**config.mk**
```make
export PLATFORM = sky130hd
export DESIGN_NAME = tlc_host
export DESIGN_NICKNAME = d
export VERILOG_FILES = /design/src/hdl/tlc_pkg.sv /design/src/hdl/tlc_host.sv /design/src/hdl/tlc_buf.sv
export VERILOG_INCLUDE_DIRS = /design/src /design/src/hdl
export SDC_FILE = /design/constraint.sdc
export NUM_CORES = 1
export LEC_CHECK = 0
export BUFFER_PORTS_ARGS = -buffer_cell sky130_fd_sc_hd__buf_2
export CORE_ASPECT_RATIO = 0.6
export CORE_UTILIZATION = 60
export DETAILED_ROUTE_END_ITERATION = 8
export GPL_TIMING_DRIVEN = 0
export PLACE_DENSITY_LB_ADDON = 0.3
export SETUP_SLACK_MARGIN = 0.5
export SYNTH_ARGS = -nofsm -noshare
export SYNTH_HDL_FRONTEND = slang
export SYNTH_SLANG_ARGS = --single-unit
```
**constraint.sdc**
```tcl
create_clock -name mclk -period 9.3 [get_ports mclk]
set_input_delay 2.325 -clock mclk [delete_from_list [all_inputs] [get_ports mclk]]
set_output_delay 2.325 -clock mclk [all_outputs]
set_load 0.02 [all_outputs]
```
**src/hdl/tlc_regs.svh**
```systemverilog
// tlc_regs.svh: opcodes, field positions and reset values of the tagged link handler
// assumes: included by bare name from tlc_host and tlc_host_assertions
`ifndef TLC_REGS_SVH
`define TLC_REGS_SVH

// =====================================================================
// command word layout
`define TLC_OPC_MSB 15
`define TLC_OPC_LSB 8
`define TLC_ARG_MSB 7
`define TLC_ARG_LSB 0

// =====================================================================
// opcodes, upper byte
`define TLC_OPC_ACCEPT 8'h03
`define TLC_OPC_REJECT 8'h04
`define TLC_OPC_RESP 8'h08
`define TLC_OPC_INIT_TAG 8'h0a
`define TLC_OPC_RESP_TAG 8'h0b
`define TLC_OPC_SELECT 8'h0c
`define TLC_OPC_ESTABLISH 8'h0e
`define TLC_WORD_RESP_END 16'h0900

// =====================================================================
// link types and reset values
`define TLC_LINK_TYPES 5
`define TLC_LAST_TYPE 4'h4
`define TLC_OWN_NIBBLE 4'h5
`define TLC_TAG_RESET 8'h00

`endif

```
**src/hdl/tlc_pkg.sv**
```systemverilog
// tlc_pkg.sv: types shared by the tagged link handler and its buffer
// assumes: tlc_regs.svh on the include path
package tlc_pkg;

  // =====================================================================
  // link types
  typedef enum logic [2:0] {
    TLC_KEYBOARD = 3'b000,
    TLC_GRAPHICS = 3'b001,
    TLC_CONTROL = 3'b010,
    TLC_STORAGE = 3'b011,
    TLC_DATA = 3'b100
  } tlc_link_e;

  // =====================================================================
  // user requests and answers
  typedef enum logic [1:0] {
    TLC_REQ_ESTABLISH = 2'b00,
    TLC_REQ_DATA = 2'b01,
    TLC_REQ_QUERY = 2'b10
  } tlc_req_e;

  typedef enum logic [1:0] {
    TLC_OUT_RESP_BYTE = 2'b00,
    TLC_OUT_RESP_END = 2'b01,
    TLC_OUT_DATA = 2'b10
  } tlc_out_e;

  typedef struct packed {
    logic is_data;
    logic [15:0] word;
  } tlc_word_s;

  typedef struct packed {
    tlc_req_e op;
    logic [2:0] ltype;
    logic [15:0] word;
  } tlc_cmd_s;

  typedef struct packed {
    tlc_out_e kind;
    logic [2:0] ltype;
    logic [15:0] word;
  } tlc_out_s;

endpackage

```
**src/hdl/tlc_host.sv**
```systemverilog
// tlc_host.sv: tagged link command engine facing another module's protocol engine
// assumes: link words arrive on mclk from same-clock logic; user side is valid/ready
`timescale 1ns/1ps
`include "tlc_regs.svh"

// What this block does
// - response byte word carries opcode 08
// - responder sends one word per byte, then terminator
// - terminator is 0900 and ends responses
// - initiator tag announcement uses opcode 0A
// - tag: free upper nibble, link type below
// - announce initiator tag only after acceptance
// - responder tag announcement uses opcode 0B
// - responder tag follows its acceptance
// - link selection uses opcode 0C
// - select before data on a different link
// - selection carries the receiver's announced tag
// - establishment is 0E0x with type nibble
// - types: keyboard graphics control storage data
// - acceptance is 030x with the type
// - rejection is 040x with the type
module tlc_host
  import tlc_pkg::*;
#(
  parameter logic [3:0] OWN_NIBBLE = `TLC_OWN_NIBBLE,
  parameter int BUF_DEPTH = 2
) (
  input wire logic mclk,
  input wire logic reset,
  input wire logic cmd_valid,
  output logic cmd_ready,
  input wire tlc_cmd_s cmd,
  output logic tx_valid,
  input wire logic tx_ready,
  output tlc_word_s tx_data,
  input wire logic rx_valid,
  output logic rx_ready,
  input wire tlc_word_s rx_data,
  output logic out_valid,
  input wire logic out_ready,
  output tlc_out_s out_data,
  output logic [`TLC_LINK_TYPES-1:0] link_up,
  output logic protocol_violation_flag,
  output logic link_rejected,
  output logic cmd_refused
);

  // =====================================================================
  // state
  typedef enum logic [2:0] {
    S_IDLE = 3'b000,
    S_EST_WAIT = 3'b001,
    S_TAG_WAIT = 3'b010,
    S_ACC_TAG = 3'b011,
    S_DATA = 3'b100,
    S_QUERY = 3'b101
  } tlc_state_e;

  tlc_state_e state;
  tlc_state_e next_state;
  tlc_word_s next_tx_data;
  logic next_tx_valid;
  logic [2:0] pend_type;
  logic [15:0] pend_word;
  logic [7:0] peer_tag [`TLC_LINK_TYPES];
  logic [2:0] tx_link;
  logic tx_link_set;
  logic [2:0] rx_link;
  logic sel_sent;
  logic refuse;

  // =====================================================================
  // link word decode
  wire [7:0] rx_opc = rx_data.word[`TLC_OPC_MSB:`TLC_OPC_LSB];
  wire [7:0] rx_arg = rx_data.word[`TLC_ARG_MSB:`TLC_ARG_LSB];
  wire [2:0] rx_type = rx_arg[2:0];
  wire rx_type_ok = (rx_arg[7:4] == 4'h0) && (rx_arg[3:0] <= `TLC_LAST_TYPE);
  wire tag_type_ok = (rx_arg[3:0] <= `TLC_LAST_TYPE);
  wire rx_fire = rx_valid && rx_ready;
  wire rx_cmd = rx_fire && !rx_data.is_data;
  wire hit_resp = rx_cmd && (rx_opc == `TLC_OPC_RESP);
  wire hit_end = rx_cmd && (rx_data.word == `TLC_WORD_RESP_END);
  wire hit_acc = rx_cmd && (rx_opc == `TLC_OPC_ACCEPT);
  wire hit_rej = rx_cmd && (rx_opc == `TLC_OPC_REJECT);
  wire hit_itag = rx_cmd && (rx_opc == `TLC_OPC_INIT_TAG);
  wire hit_rtag = rx_cmd && (rx_opc == `TLC_OPC_RESP_TAG);
  wire hit_sel = rx_cmd && (rx_opc == `TLC_OPC_SELECT);
  wire hit_est = rx_cmd && (rx_opc == `TLC_OPC_ESTABLISH);
  wire pend_match = (rx_arg == {5'h00, pend_type});
  wire answer_ok = (state == S_EST_WAIT) && pend_match;
  wire rtag_ok = (state == S_TAG_WAIT) && (rx_arg[3:0] == {1'b0, pend_type});
  wire sel_ok = (rx_arg[7:4] == OWN_NIBBLE) && tag_type_ok;
  wire in_query = (state == S_QUERY);
  // responses only count while a query is outstanding
  wire viol = ((hit_resp || hit_end) && !in_query)
    || ((hit_acc || hit_rej) && !answer_ok)
    || (hit_rtag && !rtag_ok)
    || (hit_itag && !tag_type_ok)
    || (hit_sel && !sel_ok);

  // =====================================================================
  // user side and link handshakes
  wire buf_in_ready;
  wire [7:0] own_tag_of_pend = {OWN_NIBBLE, 1'b0, pend_type};
  wire busy_emit = (state == S_ACC_TAG) || (state == S_DATA);
  // link input waits for a free transmit slot so any answer never collides
  assign rx_ready = !tx_valid && !busy_emit && buf_in_ready;
  assign cmd_ready = (state == S_IDLE) && !tx_valid && !rx_valid;
  wire cmd_fire = cmd_valid && cmd_ready;
  wire sel_needed = !tx_link_set || (tx_link != cmd.ltype);
  wire cmd_type_ok = ({1'b0, cmd.ltype} <= `TLC_LAST_TYPE);

  // responses and link data to the user through the buffer
  wire push = (hit_resp && in_query) || (hit_end && in_query)
    || (rx_fire && rx_data.is_data);
  tlc_out_s push_data;
  assign push_data.kind = rx_data.is_data ? TLC_OUT_DATA
    : (hit_end ? TLC_OUT_RESP_END : TLC_OUT_RESP_BYTE);
  assign push_data.ltype = rx_link;
  assign push_data.word = rx_data.is_data ? rx_data.word : {8'h00, rx_arg};

  tlc_buf #(
    .WIDTH($bits(tlc_out_s)),
    .DEPTH(BUF_DEPTH)
  ) u_buf (
    .mclk(mclk),
    .reset(reset),
    .in_valid(push),
    .in_ready(buf_in_ready),
    .in_data(push_data),
    .out_valid(out_valid),
    .out_ready(out_ready),
    .out_data(out_data)
  );

  // =====================================================================
  // sequencing
  always_comb
  begin
    next_state = state;
    next_tx_valid = tx_valid && !tx_ready;
    next_tx_data = tx_data;
    sel_sent = 1'b0;
    refuse = 1'b0;
    case (state)
      S_IDLE:
      begin
        if (hit_est)
        begin
          next_tx_valid = 1'b1;
          next_tx_data = '{1'b0, {rx_type_ok ? `TLC_OPC_ACCEPT : `TLC_OPC_REJECT, rx_arg}};
          next_state = rx_type_ok ? S_ACC_TAG : S_IDLE;
        end
        else if (cmd_fire)
        begin
          case (cmd.op)
            TLC_REQ_ESTABLISH:
            begin
              if (cmd_type_ok)
              begin
                next_tx_valid = 1'b1;
                next_tx_data = '{1'b0, {`TLC_OPC_ESTABLISH, 5'h00, cmd.ltype}};
                next_state = S_EST_WAIT;
              end
              else
              begin
                refuse = 1'b1;
              end
            end
            TLC_REQ_DATA:
            begin
              if (!cmd_type_ok || !link_up[cmd.ltype])
              begin
                refuse = 1'b1;
              end
              else if (sel_needed)
              begin
                next_tx_valid = 1'b1;
                next_tx_data = '{1'b0, {`TLC_OPC_SELECT, peer_tag[cmd.ltype]}};
                sel_sent = 1'b1;
                next_state = S_DATA;
              end
              else
              begin
                next_tx_valid = 1'b1;
                next_tx_data = '{1'b1, cmd.word};
              end
            end
            TLC_REQ_QUERY:
            begin
              next_tx_valid = 1'b1;
              next_tx_data = '{1'b0, cmd.word};
              next_state = S_QUERY;
            end
            default:
            begin
              refuse = 1'b1;
            end
          endcase
        end
      end
      S_ACC_TAG:
      begin
        if (!tx_valid)
        begin
          next_tx_valid = 1'b1;
          next_tx_data = '{1'b0, {`TLC_OPC_RESP_TAG, own_tag_of_pend}};
          next_state = S_IDLE;
        end
      end
      S_EST_WAIT:
      begin
        if (hit_acc && answer_ok)
        begin
          next_tx_valid = 1'b1;
          next_tx_data = '{1'b0, {`TLC_OPC_INIT_TAG, own_tag_of_pend}};
          next_state = S_TAG_WAIT;
        end
        else if (hit_rej && answer_ok)
        begin
          next_state = S_IDLE;
        end
      end
      S_TAG_WAIT:
      begin
        if (hit_rtag && rtag_ok)
        begin
          next_state = S_IDLE;
        end
      end
      S_DATA:
      begin
        if (!tx_valid)
        begin
          next_tx_valid = 1'b1;
          next_tx_data = '{1'b1, pend_word};
          next_state = S_IDLE;
        end
      end
      S_QUERY:
      begin
        if (hit_end)
        begin
          next_state = S_IDLE;
        end
      end
      default:
      begin
        next_state = S_IDLE;
      end
    endcase
  end

  // =====================================================================
  // registers
  always_ff @(posedge mclk)
  begin
    if (reset)
    begin
      state <= S_IDLE;
      tx_valid <= 1'b0;
      tx_data <= '0;
      protocol_violation_flag <= 1'b0;
      link_rejected <= 1'b0;
      cmd_refused <= 1'b0;
    end
    else
    begin
      state <= next_state;
      tx_valid <= next_tx_valid;
      tx_data <= next_tx_data;
      protocol_violation_flag <= viol;
      link_rejected <= hit_rej && answer_ok;
      cmd_refused <= refuse;
    end
  end

  always_ff @(posedge mclk)
  begin
    if (reset)
    begin
      pend_type <= 3'h0;
      pend_word <= 16'h0000;
    end
    else if (cmd_fire)
    begin
      pend_type <= cmd.ltype;
      pend_word <= cmd.word;
    end
    else if (hit_est && state == S_IDLE)
    begin
      pend_type <= rx_type;
    end
  end

  // tags the far side announced, used to label our selections
  always_ff @(posedge mclk)
  begin
    if (reset)
    begin
      link_up <= '0;
      for (int i = 0; i < `TLC_LINK_TYPES; i++)
      begin
        peer_tag[i] <= `TLC_TAG_RESET;
      end
    end
    else if ((hit_rtag && rtag_ok) || (hit_itag && tag_type_ok))
    begin
      peer_tag[rx_type] <= rx_arg;
      link_up[rx_type] <= 1'b1;
    end
    else if (hit_rej && answer_ok)
    begin
      link_up[pend_type] <= 1'b0;
    end
  end

  always_ff @(posedge mclk)
  begin
    if (reset)
    begin
      tx_link <= 3'h0;
      tx_link_set <= 1'b0;
      rx_link <= 3'h0;
    end
    else
    begin
      if (sel_sent)
      begin
        tx_link <= cmd.ltype;
        tx_link_set <= 1'b1;
      end
      if (hit_sel && sel_ok)
      begin
        rx_link <= rx_type;
      end
    end
  end
endmodule

```
**src/hdl/tlc_buf.sv**
```systemverilog
// tlc_buf.sv: small valid/ready buffer, two entries by default
// assumes: one clock, synchronous active high reset
`timescale 1ns/1ps
module tlc_buf #(
  parameter int WIDTH = 21,
  parameter int DEPTH = 2
) (
  input wire logic mclk,
  input wire logic reset,
  input wire logic in_valid,
  output logic in_ready,
  input wire logic [WIDTH-1:0] in_data,
  output logic out_valid,
  input wire logic out_ready,
  output logic [WIDTH-1:0] out_data
);
  localparam int AW = (DEPTH > 1) ? $clog2(DEPTH) : 1;

  // =====================================================================
  // checks
  initial
  begin
    if (DEPTH < 2 || (DEPTH & (DEPTH - 1)) != 0)
    begin
      $error("tlc_buf depth must be a power of two, at least two");
    end
  end

  // =====================================================================
  // storage
  logic [WIDTH-1:0] mem [DEPTH];
  logic [AW-1:0] wr_ptr;
  logic [AW-1:0] rd_ptr;
  logic [AW:0] count;
  wire push = in_valid && in_ready;
  wire pop = out_valid && out_ready;

  // full and empty straight from the count, so a stalled reader really fills it
  assign in_ready = (count != (AW+1)'(DEPTH));
  assign out_valid = (count != '0);
  assign out_data = mem[rd_ptr];

  always_ff @(posedge mclk)
  begin
    if (push)
    begin
      mem[wr_ptr] <= in_data;
    end
  end

  always_ff @(posedge mclk)
  begin
    if (reset)
    begin
      wr_ptr <= '0;
      rd_ptr <= '0;
      count <= '0;
    end
    else
    begin
      wr_ptr <= push ? wr_ptr + 1'b1 : wr_ptr;
      rd_ptr <= pop ? rd_ptr + 1'b1 : rd_ptr;
      count <= count + (AW+1)'(push) - (AW+1)'(pop);
    end
  end
endmodule

```
* After elaboration in Yosys (flattened, before gate mapping)
Memory sizes are Yosys's and may differ from the RTL's. A register that Yosys moved wholly into a read port is not among the register bits.
Cells that the tools add are included.
** Word-level totals
- Register bits :: 59
- RAM bits :: 82
- Logic and storage cells :: 207
- Memories kept :: 2
- Input bits :: 44
- Output and inout bits :: 50
** Cells by class
- Order comparisons :: 7
- Muxes and demuxes :: 66
- $add $sub $neg :: 4
- Equal/unequal tests :: 32
- Bitwise operators :: 5
- Reductions and logical operators :: 75
** Memory list
- u_buf.mem :: depth 2, width 21, rd ports 1, clocked after memory_dff 1, wr ports 1, line tlc_buf.sv:31 : logic [WIDTH-1:0] mem [DEPTH];
- peer_tag :: depth 5, width 8, rd ports 1, clocked after memory_dff 0, wr ports 5, line tlc_host.sv:65 : logic [7:0] peer_tag [`TLC_LINK_TYPES];
** Operators by type and width (number)
- $mux W17 :: 8
- $pmux W17 S4 :: 1
- $pmux W17 S3 :: 1
- $mux W3 :: 14
- $eq A8 B4 Y1 const B :: 5
- $logic_and A1 B1 Y1 :: 38
- $mux W1 :: 28
- $eq A16 B12 Y1 const B :: 1
- $mux W16 :: 1
- $pmux W3 S5 :: 1
- $logic_not A1 Y1 :: 13
- $logic_or A1 B1 Y1 :: 12
- $lt A3 B4 Y1 const B :: 3
- $ne A4 B4 Y1 const B :: 3
- $mux W5 :: 2
- $ne A2 B2 Y1 const B :: 5
- $pmux W1 S3 :: 3
- $pmux W3 S3 :: 1
- $reduce_and A9 Y1 :: 1
- $eq A8 B2 Y1 const B :: 1
- $eq A8 B3 Y1 :: 1
- $eq A8 B3 Y1 const B :: 1
- $mux W8 :: 1
- $reduce_and A8 Y1 :: 1
- other kinds (33) :: 43

* Depth between registers and ports, before layout
- Depth after elaboration :: 15
- Depth in mapped cells :: 11
- Mapped depth without buffers :: 9

* Hierarchy
Synthesis repeated with hierarchy kept, for this count alone.
** Second synthesis, totals
- Cells, all modules :: 678
- Area, all modules :: 8005.2 sq um
** Modules (own cells, without submodules)
- tlc_host :: seq. area each 3022.9 sq um, cells each 586, times used 1, area each 6154.7 sq um
- tlc_buf :: seq. area each 1361.3 sq um, cells each 92, times used 1, area each 1850.5 sq um

* Least setup slack after synthesis
OpenSTA, ideal clock, no wires.
- Kind :: in2reg
- Start point :: input port rx_data[0] (netlist name)
- End point :: memory u_buf.mem[0][0] (enable)
- Path slack :: 3.467 ns
- Data arrival time :: 5.408 ns
- Stages :: 7
- Setup time :: 0.425 ns
- Required time :: 8.875 ns
- Buffers on the path :: 2
- Path through :: buf_2 or2_2 clkbuf_1 or4_4 a2111oi_4 a21oi_1 nor3_1
** Between the ends
- Word-level cells in the longest chain between the ends :: 8
** Ends and longest elaborated chain
- start, declared :: line tlc_host.sv:38 : input wire tlc_word_s rx_data,
- $eq A16 B12 Y1 (no line)
- $logic_and A1 B1 Y1 :: line tlc_host.sv:82 : wire hit_end = rx_cmd && (rx_data.word == `TLC_WORD_RESP_END);
- $logic_and A1 B1 Y1 :: line tlc_host.sv:114 : wire push = (hit_resp && in_query) || (hit_end && in_query)
- $logic_or A1 B1 Y1 :: line tlc_host.sv:114
- $logic_or A1 B1 Y1 :: line tlc_host.sv:115 : || (rx_fire && rx_data.is_data);
- $logic_and A1 B1 Y1 :: line tlc_buf.sv:35 : wire push = in_valid && in_ready;
- $mux W1 :: line tlc_buf.sv:45 : if (push)
- $mux W1 (implied by the code) :: line tlc_buf.sv:47 : mem[wr_ptr] <= in_data;
- end, declared :: line tlc_buf.sv:31
Every way passes these cells.

* Final worst setup path
- Start point :: input port rx_data[0] (netlist name)
- End point :: memory u_buf.mem[1][11] (enable)
The elaborated chain is that of the path after synthesis.

==> reports/summary.md <==
In this run the vertical extent of the chip is 89.78 um. Once the floorplan was initialized, standard cells occupied 62.66% of the core. The die covers 13310 sq um.

The run gives 9049 um as the routed length on met1. The post-synthesis xor/xnor area fraction came out at 1.137%. The clock network latency to the later pin of the worst-skew pair came out at 0.43 ns. The final total negative setup slack is 0 ns, and the count of routing violations after the opening detailed-route iteration is 629. Counting stages on the worst path, the most repeated cell is sky130_fd_sc_hd__buf_2.

The critical path starts at rx_data[0]. In the post-synthesis netlist, the cell with the most instances is sky130_fd_sc_hd__edfxtp_1. The critical path in this run is classified as in -> reg. The leakage power total is 0.003444 uW, and the number of CTS-inserted buffers is 17.

The layout filler cell count was 845; the level count of the clock H-tree was 4. In this run the power density over the cells is 223.4 nW/um^2. The run finished with clean final reports.

The tools report the antenna cell count as 0. The tightest min-delay check is of the reg -> reg type. For the arrival time of the worst setup path, the log shows 5.25 ns. The logs give 0 for the number of antenna violations at the first check in global routing and 5 for the number of iterations in the first detailed-routing pass. The maximum clock insertion buffer count was 2.

After Yosys synthesis, full adders, half adders and majority gates account for 0.9743% of the synthesized area. The tools report the worst setup skew after layout as 0.007316 ns. For the pin with the worst max-slew slack, the measured transition is 1.324 ns. The number of placed instances, taps included, is 932. After layout, the worst path uses 55.95% of the clock period. In the synthesized netlist, mux cells make up 9.955% of the area.

By count the netlist is led by 106 x sky130_fd_sc_hd__edfxtp_1, 69 x sky130_fd_sc_hd__nand2_1, 60 x sky130_fd_sc_hd__dfxtp_1. The highest layer touched by signal routing is met4. The synthesized netlist occupies a cell area of 7705 sq um.

The final RePlAce weighted congestion came out at 1.002. The dominant combinational cell family by area after synthesis was simple AND/OR/NAND/NOR gates. Clock root buffer master: sky130_fd_sc_hd__clkbuf_16. TritonCTS built the clock tree. Relative to the synthesized area, the layout overhead comes to 17.03%.

The post-synthesis async set-or-reset flop share works out to 0%. Clock-pin slew was measured on the worst setup and hold paths at 0.07 ns. Headroom to the max-slew limit came out at 10.97%. The logs give 12300 sq um for the area of the core and 20480 um for the routed wire length. The overall die width works out to 148.3 um. Dividing the detail-routed via count by the number of cells gives 6.220.

The fraction of final layout cells sized beyond drive strength 1 was 24.41%. The worst register-to-register path begins at state[0]. Synthesis inferred 166 register bits. Buffers inserted to repair hold after CTS numbered 0.

Summing the areas of all and, or, nand and nor instances in the mapped netlist gives 17.16% of the synthesized area. The initialized floorplan defines 31 standard-cell rows. The tool flagged a number of max-cap violations equal to 0.

On the worst path, the slowest cell contributes a delay of 0.78 ns. The tools report the nature of the critical path endpoint as a flop. The amount of wire on met2 after detailed routing is 8884 um, and the required time reported for the critical path endpoint is 9.35 ns. By area the synthesized netlist is led by sky130_fd_sc_hd__edfxtp_1 41%, sky130_fd_sc_hd__dfxtp_1 16%, sky130_fd_sc_hd__mux4_2 4.7%. The maximum number of pins on one net before global-route repair is 22.

94 I/O pins were placed. The average cell area after synthesis was 11.66 sq um; the first-pass GRT wire length was 31770 um. The placed wire-length estimate is 14770 um.

The net count of the finished layout is 836. Number of sinks handled by clock tree synthesis: 166. The warning count from the yosys run was 0; the number of buffer cells added on primary ports was 91. The largest fanout of any net on the critical path came out at 21. The fmax is 0.1922 GHz, and the share of synthesized area occupied by flip-flops and latches is 56.90%. The critical path launch point type is an input pin. Counting every instance in the synthesized netlist gives 661. The count of distinct cell types in the synthesized netlist was 70; the overall track demand over capacity in global routing was 32.29%.

Setup repair after global routing left no endpoint under its margin. For this run the aggregate overflow at the end of global routing stands at 0. The count of flip-flops with a built-in enable after synthesis came out at 106. The maximum resistive drop on vdd was 0.1419 mV.

On the critical path, the stage with the largest delay is an instance of sky130_fd_sc_hd__and2_1. Summed over all instances, the cell type with the most area after synthesis is sky130_fd_sc_hd__edfxtp_1. The number of nets with antenna violations after routing is 0.

Traced cell by cell, the critical path runs through buf_2 > buf_2 > or2_2 > clkbuf_1 > or4_4 > a2111oi_4 > a21oi_1 > nor2_2 > and2_1. The detailed-routed wire length on met3 was 2235 um. Detailed routing inserted a total of 5996 vias. After the flow finishes, the layout carries non-filler instances totaling 964. Dividing the detail-routed wire length by the instance count gives 21.25 um. In the routed design, unresolved DRC markers number 0.

The count of pins over their slew limit came out at 0. In this run the post-CTS setup repair buffer count came out at 0. Among all flip-flop cells after synthesis, the most frequent one is sky130_fd_sc_hd__edfxtp_1. In this run the most critical hold path is launched from rx_link[2]. The tools report the count of cells resized by post-cts repair as 0. The worst path needs 5.204 ns of the cycle, external delays included.

The tools report the hold violation total from the final report as 0. The area fraction of the dominant cell type after synthesis was 41.31%; the final-report setup violation count was 0. The number of global-route vias before repair is 5767, and the complex-gate fraction of the synthesized area is 10.33%.
[kinds of logic (layout without fill, tap and decap cells)]
kind of cell    after synthesis  in the layout
simple gates                251            251
flops                       166            166
compound gates              109            109
buf+inv                      64            188
mux                          54             54
xor+xnor                     10             10
fa+ha+maj                     6              6
other cells                   1             15
[per-layer routing]
layer  track usage, %  vias to the layer above
met5                0                        -
met4            9.880                        0
met3            7.208                       35
met2            46.24                      378
met1            48.88                     2914
li1                 -                     2669
[sequential cells by signal, indices dropped and copies added (netlist names), named ones only]
register	flops
tx_data	17
u_buf.count	2
u_buf.rd_ptr	1
u_buf.wr_ptr	1
link_up	5
cmd_refused	1
rx_link	3
peer_tag	64
state	3
pend_word	16
tx_valid	1
u_buf.mem	42
pend_type	3
tx_link_set	1
protocol_violation_flag	1
tx_link	3
link_rejected	1
[cell type report]
cell class                      count  area, sq um  share of cell area (%)
Sequential cell                   166         4384                   48.62
Multi-Input combinational cell    445         3109                   34.48
Timing Repair Buffer               92        466.7                   5.176
Clock buffer                       17        425.4                   4.718
Tap cell                          165        206.4                   2.289
Buffer                             44        193.9                   2.151
Clock inverter                     15        156.4                   1.734
Inverter                           20        75.07                  0.8325
[per-stage QoR]
| step | area [sq um] | util (%) | hold WS (ns) | setup WS (ns) | total power, uW |
|---|---|---|---|---|---|
| 2_1_floorplan | 7757 | - | 0.4253 | 3.467 | 1186 |
| 3_3_place_gp | 8419 | 68.47 | 0.4359 | 2.558 | 1318 |
| 3_5_place_dp | 8436 | 68.61 | 0.4403 | 3.465 | 1333 |
| 5_1_grt | 9017 | 73.34 | 0.4555 | 3.925 | 2086 |
| 4_1_cts | 9017 | 73.34 | 0.4515 | 3.878 | 2007 |
| 6_report | 9017 | 73.34 | 0.4528 | 4.096 | 2014 |
[final timing paths]
check	endpoint	slack (ns)	cells past startpoint
setup / recovery	u_buf.mem[1][11]	4.10	9
hold / removal	u_buf.mem[1][18]	0.45	0
setup reg to reg	peer_tag[3][2]	5.79	8
hold reg to reg	u_buf.mem[1][18]	0.45	0
[power by group]
| part | leakage, uW | switching [uW] | internal [uW] |
|---|---|---|---|
| clock network | 0.000273 | 329 | 358 |
| logic | 0.00167 | 293 | 168 |
| registers | 0.00150 | 23.9 | 842 |
[layout by cell type, fill, tap and decap left out, types with 13 or more instances in the layout]
cell type / Yosys / final
sky130_fd_sc_hd__buf_2: 8 / 99
sky130_fd_sc_hd__nor3_1: 22 / 21
sky130_fd_sc_hd__and2_1: 36 / 36
sky130_fd_sc_hd__mux2i_1: 17 / 17
sky130_fd_sc_hd__clkbuf_1: 29 / 29
sky130_fd_sc_hd__mux4_2: 16 / 16
sky130_fd_sc_hd__conb_1: 1 / 15
sky130_fd_sc_hd__a211oi_1: 13 / 13
sky130_fd_sc_hd__nor2_1: 46 / 46
sky130_fd_sc_hd__clkbuf_16: 0 / 17
sky130_fd_sc_hd__edfxtp_1: 106 / 106
sky130_fd_sc_hd__mux2_2: 21 / 21
sky130_fd_sc_hd__nor2b_1: 16 / 16
sky130_fd_sc_hd__inv_1: 19 / 19
sky130_fd_sc_hd__dfxtp_1: 60 / 60
sky130_fd_sc_hd__a21oi_1: 32 / 32
sky130_fd_sc_hd__nand2_1: 69 / 69
[worst max-delay path, delay by kind of cell]
kind | cells | cell delay, ns
AO/OA/AOI/OAI | 2 | 0.58
buffers and inverters | 3 | 0.53
AND/OR/NAND/NOR | 4 | 1.81
No activity file was read; power rests on OpenSTA's default activity.
